File: src/verilog/dglp_pkg.sv
// Constants and types for the converter gain, latency and user pattern register block
`default_nettype none
package dglp_pkg;
  // ****************************************************************
  // Register indices (byte address is four times the index)
  // ****************************************************************
  localparam logic [5:0] IDX_SECOND_DDC_GAIN_CTRL = 6'h16;
  localparam logic [5:0] IDX_LATENCY_ALIGN_CTRL = 6'h1e;
  localparam logic [5:0] IDX_WIDEBAND_GAIN_CTRL = 6'h1f;
  localparam logic [5:0] IDX_USER_PATTERN_ONE_LOW = 6'h33;
  localparam logic [5:0] IDX_USER_PATTERN_ONE_HIGH = 6'h34;
  localparam logic [5:0] IDX_USER_PATTERN_TWO_LOW = 6'h35;
  localparam logic [5:0] IDX_USER_PATTERN_TWO_HIGH = 6'h36;
  localparam logic [5:0] IDX_TEST_PATTERN_CTRL = 6'h37;
  localparam logic [5:0] IDX_BLOCK_STATUS = 6'h38;

  // ****************************************************************
  // Field positions and widths
  // ****************************************************************
  localparam int GAIN_BIT_POS = 0;
  localparam int LAT_FIELD_LSB = 4;
  localparam int LAT_FIELD_W = 3;
  localparam int PAT_SEL_W = 4;
  localparam int SAMPLE_W = 16;
  localparam int DELAY_DEPTH = 8;
  localparam int STAT_PHASE_POS = 0;
  localparam int STAT_VALID_POS = 1;

  // ****************************************************************
  // Reset values
  // ****************************************************************
  localparam logic RST_GAIN = 1'b0;
  localparam logic [LAT_FIELD_W-1:0] RST_LAT = 3'h0;
  localparam logic [7:0] RST_PATTERN_BYTE = 8'h00;
  localparam logic [PAT_SEL_W-1:0] RST_PAT_SEL = 4'h0;
  localparam logic [31:0] RST_READDATA = 32'h0000_0000;

  // ****************************************************************
  // Test pattern selector codes
  // ****************************************************************
  typedef enum logic [PAT_SEL_W-1:0] {
    PAT_NORMAL = 4'h0,
    PAT_ZEROS = 4'h1,
    PAT_ONES = 4'h2,
    PAT_SINGLE = 4'h6,
    PAT_DOUBLE = 4'h7
  } dglp_pat_mode_type;

  // Sample stream bundle
  typedef struct packed {
    logic valid;
    logic hb_path;
    logic [SAMPLE_W-1:0] data;
  } dglp_sample_type;

  // Avalon-MM request bundle
  typedef struct packed {
    logic read;
    logic write;
    logic [7:0] address;
    logic [3:0] byteenable;
    logic [31:0] writedata;
  } dglp_avm_req_type;
endpackage
`default_nettype wire

File: src/verilog/dglp_gain_stage.sv
// Registered 6 dB gain stage choosing the boost by filter path
`default_nettype none
module dglp_gain_stage (
  input wire logic sys_clk,
  input wire logic rst_b,
  input wire dglp_pkg::dglp_sample_type sample_in,
  input wire logic second_converter_gain_boost,
  input wire logic wideband_gain_boost,
  output dglp_pkg::dglp_sample_type sample_out
);
  import dglp_pkg::*;

  dglp_sample_type sample_q;
  logic boost;
  logic [SAMPLE_W-1:0] doubled;

  // Saturate instead of wrapping when the doubled value overflows
  function automatic logic [SAMPLE_W-1:0] sat_double(input logic [SAMPLE_W-1:0] x);
    logic [SAMPLE_W-1:0] r;
    r = {x[SAMPLE_W-2:0], 1'b0};
    if (x[SAMPLE_W-1] != x[SAMPLE_W-2]) begin
      r = x[SAMPLE_W-1] ? {1'b1, {(SAMPLE_W-1){1'b0}}} : {1'b0, {(SAMPLE_W-1){1'b1}}};
    end
    return r;
  endfunction

  assign boost = sample_in.hb_path ? wideband_gain_boost : second_converter_gain_boost;
  assign doubled = boost ? sat_double(sample_in.data) : sample_in.data;

  always_ff @(posedge sys_clk or negedge rst_b) begin
    if (!rst_b) begin
      sample_q <= '0;
    end else begin
      sample_q.valid <= sample_in.valid;
      sample_q.hb_path <= sample_in.hb_path;
      sample_q.data <= doubled;
    end
  end

  assign sample_out = sample_q;
endmodule
`default_nettype wire

File: src/verilog/dglp_regs.sv
// Register bank with gain, latency alignment and user test pattern datapath
//
// Our own choice: the Avalon-MM slave port.
`default_nettype none
module dglp_regs (
  input wire logic sys_clk,
  input wire logic rst_b,
  input wire dglp_pkg::dglp_avm_req_type avm_req,
  output logic [31:0] avm_readdata,
  output logic avm_waitrequest,
  input wire dglp_pkg::dglp_sample_type sample_in,
  output dglp_pkg::dglp_sample_type sample_out
);
  import dglp_pkg::*;

  // ****************************************************************
  // Register state
  // ****************************************************************
  logic second_converter_gain_boost_q;
  logic wideband_gain_boost_q;
  logic [LAT_FIELD_W-1:0] latency_align_select_q;
  logic [SAMPLE_W-1:0] user_pattern_one_q;
  logic [SAMPLE_W-1:0] user_pattern_two_q;
  logic [PAT_SEL_W-1:0] pat_sel_q;
  logic waitrequest_q;
  logic [31:0] readdata_q;
  logic phase_q;
  dglp_sample_type out_q;
  dglp_sample_type gained;
  dglp_sample_type dly_q [DELAY_DEPTH];
  dglp_sample_type aligned;

  logic req;
  logic done;
  logic wr_lo;
  logic [5:0] idx;

  assign req = avm_req.read | avm_req.write;
  // Request completes in the cycle waitrequest is low
  assign done = req & ~waitrequest_q;
  assign idx = avm_req.address[7:2];
  assign wr_lo = done & avm_req.write & avm_req.byteenable[0];

  // Read value for an index, unused bits zero
  function automatic logic [31:0] read_value(input logic [5:0] i);
    logic [31:0] v;
    v = 32'h0000_0000;
    unique case (i)
      IDX_SECOND_DDC_GAIN_CTRL: v[GAIN_BIT_POS] = second_converter_gain_boost_q;
      IDX_LATENCY_ALIGN_CTRL: v[LAT_FIELD_LSB +: LAT_FIELD_W] = latency_align_select_q;
      IDX_WIDEBAND_GAIN_CTRL: v[GAIN_BIT_POS] = wideband_gain_boost_q;
      IDX_USER_PATTERN_ONE_LOW: v[7:0] = user_pattern_one_q[7:0];
      IDX_USER_PATTERN_ONE_HIGH: v[7:0] = user_pattern_one_q[15:8];
      IDX_USER_PATTERN_TWO_LOW: v[7:0] = user_pattern_two_q[7:0];
      IDX_USER_PATTERN_TWO_HIGH: v[7:0] = user_pattern_two_q[15:8];
      IDX_TEST_PATTERN_CTRL: v[PAT_SEL_W-1:0] = pat_sel_q;
      IDX_BLOCK_STATUS: begin
        v[STAT_PHASE_POS] = phase_q;
        v[STAT_VALID_POS] = out_q.valid;
      end
      default: v = 32'h0000_0000;
    endcase
    return v;
  endfunction

  // ****************************************************************
  // Avalon-MM handshake
  // ****************************************************************
  // One wait cycle per access, then waitrequest drops for one cycle
  always_ff @(posedge sys_clk or negedge rst_b) begin
    if (!rst_b) begin
      waitrequest_q <= 1'b1;
    end else begin
      waitrequest_q <= ~(req & waitrequest_q);
    end
  end

  always_ff @(posedge sys_clk or negedge rst_b) begin
    if (!rst_b) begin
      readdata_q <= RST_READDATA;
    end else if (avm_req.read & waitrequest_q) begin
      readdata_q <= read_value(idx);
    end
  end

  // ****************************************************************
  // Gain control registers
  // ****************************************************************
  // reset clears fields
  always_ff @(posedge sys_clk or negedge rst_b) begin
    if (!rst_b) begin
      second_converter_gain_boost_q <= RST_GAIN;
      wideband_gain_boost_q <= RST_GAIN;
    end else if (wr_lo) begin
      if (idx == IDX_SECOND_DDC_GAIN_CTRL) begin
        second_converter_gain_boost_q <= avm_req.writedata[GAIN_BIT_POS];
      end
      if (idx == IDX_WIDEBAND_GAIN_CTRL) begin
        wideband_gain_boost_q <= avm_req.writedata[GAIN_BIT_POS];
      end
    end
  end

  // ****************************************************************
  // Latency alignment register
  // ****************************************************************
  // field at bits 6-4
  always_ff @(posedge sys_clk or negedge rst_b) begin
    if (!rst_b) begin
      latency_align_select_q <= RST_LAT;
    end else if (wr_lo && idx == IDX_LATENCY_ALIGN_CTRL) begin
      latency_align_select_q <= avm_req.writedata[LAT_FIELD_LSB +: LAT_FIELD_W];
    end
  end

  // ****************************************************************
  // User pattern and selector registers
  // ****************************************************************
  // byte-wise pattern storage
  always_ff @(posedge sys_clk or negedge rst_b) begin
    if (!rst_b) begin
      user_pattern_one_q <= {RST_PATTERN_BYTE, RST_PATTERN_BYTE};
      user_pattern_two_q <= {RST_PATTERN_BYTE, RST_PATTERN_BYTE};
    end else if (wr_lo) begin
      if (idx == IDX_USER_PATTERN_ONE_LOW) begin
        user_pattern_one_q[7:0] <= avm_req.writedata[7:0];
      end
      if (idx == IDX_USER_PATTERN_ONE_HIGH) begin
        user_pattern_one_q[15:8] <= avm_req.writedata[7:0];
      end
      if (idx == IDX_USER_PATTERN_TWO_LOW) begin
        user_pattern_two_q[7:0] <= avm_req.writedata[7:0];
      end
      if (idx == IDX_USER_PATTERN_TWO_HIGH) begin
        user_pattern_two_q[15:8] <= avm_req.writedata[7:0];
      end
    end
  end

  always_ff @(posedge sys_clk or negedge rst_b) begin
    if (!rst_b) begin
      pat_sel_q <= RST_PAT_SEL;
    end else if (wr_lo && idx == IDX_TEST_PATTERN_CTRL) begin
      pat_sel_q <= avm_req.writedata[PAT_SEL_W-1:0];
    end
  end

  // ****************************************************************
  // Gain stage
  // ****************************************************************
  dglp_gain_stage u_gain (
    .sys_clk(sys_clk),
    .rst_b(rst_b),
    .sample_in(sample_in),
    .second_converter_gain_boost(second_converter_gain_boost_q),
    .wideband_gain_boost(wideband_gain_boost_q),
    .sample_out(gained)
  );

  // ****************************************************************
  // Latency alignment delay line
  // ****************************************************************
  always_ff @(posedge sys_clk or negedge rst_b) begin
    if (!rst_b) begin
      for (int i = 0; i < DELAY_DEPTH; i++) begin
        dly_q[i] <= '0;
      end
    end else begin
      dly_q[0] <= gained;
      for (int i = 1; i < DELAY_DEPTH; i++) begin
        dly_q[i] <= dly_q[i-1];
      end
    end
  end

  always_comb begin
    aligned = gained;
    if (latency_align_select_q != RST_LAT) begin
      aligned = dly_q[latency_align_select_q - 3'h1];
    end
  end

  // ****************************************************************
  // Test pattern insertion
  // ****************************************************************
  // Double mode phase flips each cycle, restarts on pattern one
  always_ff @(posedge sys_clk or negedge rst_b) begin
    if (!rst_b) begin
      phase_q <= 1'b0;
    end else if (pat_sel_q == PAT_DOUBLE) begin
      phase_q <= ~phase_q;
    end else begin
      phase_q <= 1'b0;
    end
  end

  always_ff @(posedge sys_clk or negedge rst_b) begin
    if (!rst_b) begin
      out_q <= '0;
    end else begin
      out_q <= aligned;
      unique case (pat_sel_q)
        PAT_ZEROS: out_q.data <= {SAMPLE_W{1'b0}};
        PAT_ONES: out_q.data <= {SAMPLE_W{1'b1}};
        PAT_SINGLE: out_q.data <= user_pattern_one_q;
        PAT_DOUBLE: out_q.data <= phase_q ? user_pattern_two_q : user_pattern_one_q;
        default: out_q.data <= aligned.data;
      endcase
    end
  end

  assign avm_readdata = readdata_q;
  assign avm_waitrequest = waitrequest_q;
  assign sample_out = out_q;
endmodule
`default_nettype wire

File: config.mk
export PLATFORM = sky130hd
export DESIGN_NAME = dglp_regs
export DESIGN_NICKNAME = d
export VERILOG_FILES = /design/src/verilog/dglp_pkg.sv /design/src/verilog/dglp_gain_stage.sv /design/src/verilog/dglp_regs.sv
export SDC_FILE = /design/constraint.sdc
export NUM_CORES = 1
export LEC_CHECK = 0
export BUFFER_PORTS_ARGS = -buffer_cell sky130_fd_sc_hd__clkbuf_2
export CAP_MARGIN = 10
export CORE_MARGIN = 2
export CORE_UTILIZATION = 40
export CTS_BUF_LIST = sky130_fd_sc_hd__clkbuf_16
export CTS_CLUSTER_DIAMETER = 50
export CTS_CLUSTER_SIZE = 14
export DETAILED_ROUTE_END_ITERATION = 8
export PLACE_DENSITY_LB_ADDON = 0.15
export REMOVE_ABC_BUFFERS = 1
export SYNTH_ARGS = -nofsm -noshare
export SYNTH_HDL_FRONTEND = slang
export SYNTH_SLANG_ARGS = --single-unit
export TNS_END_PERCENT = 10
File: constraint.sdc
create_clock -name sys_clk -period 2.8 [get_ports sys_clk]
set_input_delay 0.42 -clock sys_clk [delete_from_list [all_inputs] [get_ports sys_clk]]
set_output_delay 0.42 -clock sys_clk [all_outputs]
set_load 0.05 [all_outputs]
# Yosys cells after proc, flatten, opt, wreduce, memory -nomap -nowiden
# Index checks and enable logic that the tools add are counted.
[word_totals] regBits=231 latch_bits=0 ramBits=0 rom_bits=0 in_bits=66 out_inout_bits=51 wordCells=92 n_memories=0
[classes] add_sub_neg=1 mul=0 n_div=0 order_cmp=1 n_eq_ne=14 shifts=0 mux=16 bitwise=10 reduce_logical=9
[ops] op="two-way mux 16 bit" n=4
[ops] op="one-hot mux 16 bit (4 select lines)" n=1
[ops] op="binary-select mux 18 bit (select 3 bit)" n=1
[ops] op="two-way mux 18 bit" n=3
[ops] op="== test 6 bit (second input constant)" n=6
[ops] op="== test 6 x 5 -> 1 bit (second input constant)" n=3
[ops] op="one-hot mux 3 bit (5 select lines)" n=1
[ops] op="AND reduction 2 bit" n=6
[ops] op="one-hot mux 2 bit (5 select lines)" n=1
[ops] op="== test 4 x 3 -> 1 bit (second input constant)" n=2
[ops] op="one-hot mux 1 bit (8 select lines)" n=1
[ops] op="one-hot mux 1 bit (6 select lines)" n=1
[ops] op="bitwise AND 1 bit" n=5
[ops] op="== test 4 x 1 -> 1 bit (second input constant)" n=1
[ops] op="== test 4 x 2 -> 1 bit (second input constant)" n=1
[ops] op="greater-or-equal comparator 4 bit (second input constant)" n=1
[ops] op="inverter 3 -> 4 bit" n=1
[ops] op="one-hot mux 1 bit (4 select lines)" n=1
[ops] op="inverter 1 bit" n=3
[ops] op="nonzero test 3 bit" n=1
[ops] op="subtractor 3 x 1 -> 3 bit (second input constant)" n=1
[ops] op="logical AND 1 bit" n=2
[ops] op="two-way mux 1 bit" n=2
[ops] op="!= test 1 bit" n=1
[ops] op="bitwise OR 1 bit" n=1

# Logic depth before layout (Yosys ltp)
[depth] ltp_word=7 ltp_mapped=9 mapped_depth_nobuf=6

# Hierarchy
# A second synthesis with hierarchy kept.
[unflattened] cells_unflattened=575 area_unflattened_um2=8968.6
[modules_own_cells] mod="dglp_regs" n_inst=1 cells_per_inst=500 area_each_um2=8172.8
[modules_own_cells] mod="dglp_gain_stage" n_inst=1 cells_per_inst=75 area_each_um2=795.8

# Worst setup path before layout
# OpenSTA, ideal clock, no wires.
[synth_path] path_kind="flip-flop to flip-flop" from="register latency_align_select_q[0]" to="register out_q, in the netlist sample_out[4]" setup_ns=0.123 t_arrival_ns=2.314 setup_slack_ns=0.364 stages_incl_launch_ff=10 n_path_buf=4 period_less_slack_ns=2.436 path_cell_list="dfrtp_1 buf_6 buf_8 inv_1 ha_1 buf_2 clkbuf_1 mux4_2 mux2_2 o221a_2"
[synth_via] elab_chain_len=7
[synth_lines] element="from (decl)" line="dglp_regs.sv:21" rtl="logic [LAT_FIELD_W-1:0] latency_align_select_q;"
[synth_lines] element="from (signal assigned)" line="dglp_regs.sv:112" rtl="latency_align_select_q <= avm_req.writedata[LAT_FIELD_LSB +: LAT_FIELD_W];"
[synth_lines] element="subtractor 3 x 1 -> 3 bit" line="dglp_regs.sv:179" rtl="aligned = dly_q[latency_align_select_q - 3'h1];"
[synth_lines] element="inverter 3 -> 4 bit (implied by the code)" line="dglp_regs.sv:179"
[synth_lines] element="binary-select mux 18 bit (select 3 bit)" line="dglp_regs.sv:179"
[synth_lines] element="two-way mux 18 bit (implied by the code) (2 in series)" line="dglp_regs.sv:179"
[synth_lines] element="two-way mux 18 bit (*)" line="dglp_regs.sv:178" rtl="if (latency_align_select_q != RST_LAT) begin"
[synth_lines] element="one-hot mux 16 bit (4 select lines) (*)" line="dglp_regs.sv:202" rtl="unique case (pat_sel_q)"
[synth_lines] element="to (signal assigned)" line="dglp_regs.sv:201" rtl="out_q <= aligned;"
[synth_lines] element="to (decl)" line="dglp_regs.sv:28" rtl="dglp_sample_type out_q;"
# Every way passes the cells marked *; elsewhere a longest branch is shown, timed or not. The select of a mux whose other input is x is not followed.
# A chain may end at the register's enable or synchronous reset.

# Worst setup path after layout
[layout_path] from="register latency_align_select_q[0]" to="register out_q, in the netlist sample_out[7]"
# Same word-level chain as after synthesis.

==> results.yml <==
status:
  outcome: "completed"
pwr:
  pwr-share-seq: 0.461
  p_per_area_nw_per_um2: 769
  power.leakage_nw: 4.67
  p_comb_frac: 0.133
  power_switching_w: 0.00222
  ir_drop_v: 0.000325
  p_clk_frac: 0.406
  switching_share: 0.277
  p_int_w: 0.00580
synth:
  yosysTopAreaCell: "dfrtp_1"
  synth-seq-cells: 231
  synthMuxAreaShare: 0.183
  yosysSeqAreaShare: 0.646
  synth.yosys.warnings: 0
  synth_xor_xnor_area_share: 0.00280
  synth_commonest_cells: "230 x dfrtp_1, 48 x mux2_2, 35 x o21ai_0"
  synth_cells: 569
  yosys.area_share.simple: 0.0439
  yosysMostFrequentCell: "dfrtp_1"
  synth_top_area_share: 0.643
  synthFlopType: "dfrtp_1"
  synth_compound_area_frac: 0.0767
  synth_edf_count: 0
  netlist_area_um2: 8950
  synth.area.top_cells: "dfrtp_1 64%, mux4_2 7.8%, mux2_2 6.0%, mux4_1 2.3%, buf_4 2.0%"
  synth-adder-area-share: 0.00699
  synth_top_family_by_area: "multiplexers"
  yosys.cell_types.count: 56
  synth_area_per_cell_um2: 15.7
  ys_async_sr_fraction: 1.00
detailed_routing:
  wl_um: 19300
  wl_met2_um: 8990
  drt_iter0_drc: 275
  ant_nets: 0
  topRoutingLayerUsed: "met4"
  viasPerCell: 5.32
  met1Wirelength_um: 9100
  firstDrtPassIters: 5
  met3_length_um: 838
  drc: 0
  num_vias: 5053
  wl_per_cell_um: 20.3
die:
  die-area_um2: 23600
  die-height_um: 154
  dieWidth_um: 154
  rows: 54
  start_util: 0.409
  core_area_um2: 21900
  io_pins: 117
critical_path:
  critical_path_class: "flip-flop to flip-flop"
  cp_max_fo: 26
  required_ps: 3180
  endpoint_kind: "flip-flop"
  cp-start-kind: "flip-flop"
  crit_arrival_ps: 2550
finish:
  areaGrowthSynthToFinish_pct: 16.4
  stdcell_count: 950
  final_nets: 722
  insertedDiodeCount: 0
  drive_gt1_frac: 0.316
timing:
  tightest_slew_ps: 630
  rsz0062_at_grt: "false"
  fin_setup_tns_ps: 0
  finalSetupViolations: 0
  hold_viol: 0
  slew_headroom: 0.580
  fmax_mhz: 462
  min_period_over_period: 0.774
  clock_skew_ps: 10.4
  slew_viol_final: 0
  period_needed_ps: 2170
grt:
  grt_first_pass_wirelength_um: 31500
  grt_max_degree: 72
  antenna_found_initial: 0
  gr-total-overflow: 0
  grt_pass1_vias: 5500
  track_usage: 0.170
clock_tree:
  cts_resized: 0
  clockRootBuffer: "clkbuf_16"
  htreeDepth: 1
  path_clk_slew_ps: 70
  cts_buffers: 26
  clk_path_buf_depth: 3
  clock-sinks: 231
  clk_latency_ps: 520
  cts_tree: "built"
placement:
  io_buffer_count: 63
  dp_cells: 901
  place_congestion: 0.773
  place_hpwl_um: 12700
min_path:
  hp-class: "input pin to flip-flop"
run:
  drv_cap: 0
## cell usage in the layout (no fill, tap or decap), types with 6 or more instances in the layout
| master | Yosys | routed |
|---|---|---|
| o221a_1 | 13 | 13 |
| mux2_1 | 9 | 9 |
| mux2_2 | 48 | 48 |
| a221o_1 | 15 | 15 |
| buf_4 | 24 | 14 |
| dfrtp_1 | 230 | 229 |
| nand2_1 | 23 | 23 |
| mux4_1 | 8 | 8 |
| mux4_2 | 31 | 31 |
| conb_1 | 1 | 24 |
| clkbuf_16 | 0 | 27 |
| o21ai_0 | 35 | 35 |
| inv_6 | 0 | 6 |
| inv_1 | 10 | 16 |
| mux2i_1 | 9 | 8 |
| nor2_1 | 20 | 20 |
| clkbuf_2 | 0 | 62 |
## area by class of cell
| type | count | area (um2) |
|---|---|---|
| inverter | 10 | 37.5 |
| clock buffer | 27 | 676 |
| fill | 1917 | 11500 |
| timing repair buffer | 82 | 510 |
| multi-input combinational | 300 | 2900 |
| sequential | 231 | 5780 |
| tap | 280 | 350 |
| clock inverter | 20 | 163 |
## logic make-up after synthesis
| logic type | after synthesis |
|---|---|
| AOI/OAI and AO/OA | 90 |
| xor gates and xnor gates | 2 |
| adders and majority gates | 5 |
| buffers and inverters | 61 |
| DFF | 231 |
| muxes | 105 |
| other | 1 |
| and+or+nand+nor | 74 |
## path summary, 6_finish.rpt
check / start / endpoint / slack [ps] / cells past startpoint
min in group asynchronous: rst_b / dly_q[1] / 450 / 2
worst min-delay path: sample_in[16] / u_gain.sample_out[16] / 70 / 1
worst max register to register: latency_align_select_q[0] / sample_out[7] / 630 / 4
worst max-delay path: latency_align_select_q[0] / sample_out[7] / 630 / 4
worst min register to register: dly_q[48] / dly_q[30] / 360 / 0
max in group asynchronous: rst_b / dly_q[82] / 1520 / 3
## state kept, by name, indices dropped and copies added, names as in the netlist
name and count:
avm_readdata 8, phase_q 1, u_gain.sample_out 18, pat_sel_q 4
second_converter_gain_boost_q 1, avm_waitrequest 1, sample_out 18, user_pattern_two_q 16
wideband_gain_boost_q 1, user_pattern_one_q 16, dly_q 144, latency_align_select_q 3
## worst max-delay path, cell delays in order (launching register included)
cell,delay (ps)
dfrtp_2,370
buf_4,480
mux4_1,620
mux2_2,280
o221a_1,280
## routing by layer
layer  track usage  vias to the layer above
li1              -                     2236
met1         0.251                     2655
met2         0.266                      134
met3        0.0240                       28
met4        0.0494                        0
met5             0                        -
## power by group through the flow
stage	registers, W	logic, W	clock network [W]
4_1_cts	0.00370	0.00109	0.00336
6_report	0.00369	0.00107	0.00325
3_5_place_dp	0.00375	0.00108	0
3_3_place_gp	0.00374	0.00107	0
2_1_floorplan	0.00399	0.000449	0
5_1_grt	0.00372	0.00115	0.00352
## repair_timing
action                                  4_1_cts  5_1_grt
hold buffers                                  2        0
buffers inserted                              0        0
endpoints found under the hold margin        68        0
endpoints found under the setup margin        0        0
## metrics by stage
step                setup slack (ps)  hold WS (ps)  area (um2)  utilization  power (W)
floorplan                       -896           124        8720            -    0.00444
global placement                 625           352        9560        0.437    0.00481
detailed placement               593           357        9560        0.437    0.00483
CTS                              586          51.7       10400        0.476    0.00814
global route                     538          62.5       10400        0.476    0.00839
finish                           634          67.4       10400        0.476    0.00801
Power figures use the tool's default switching activity.
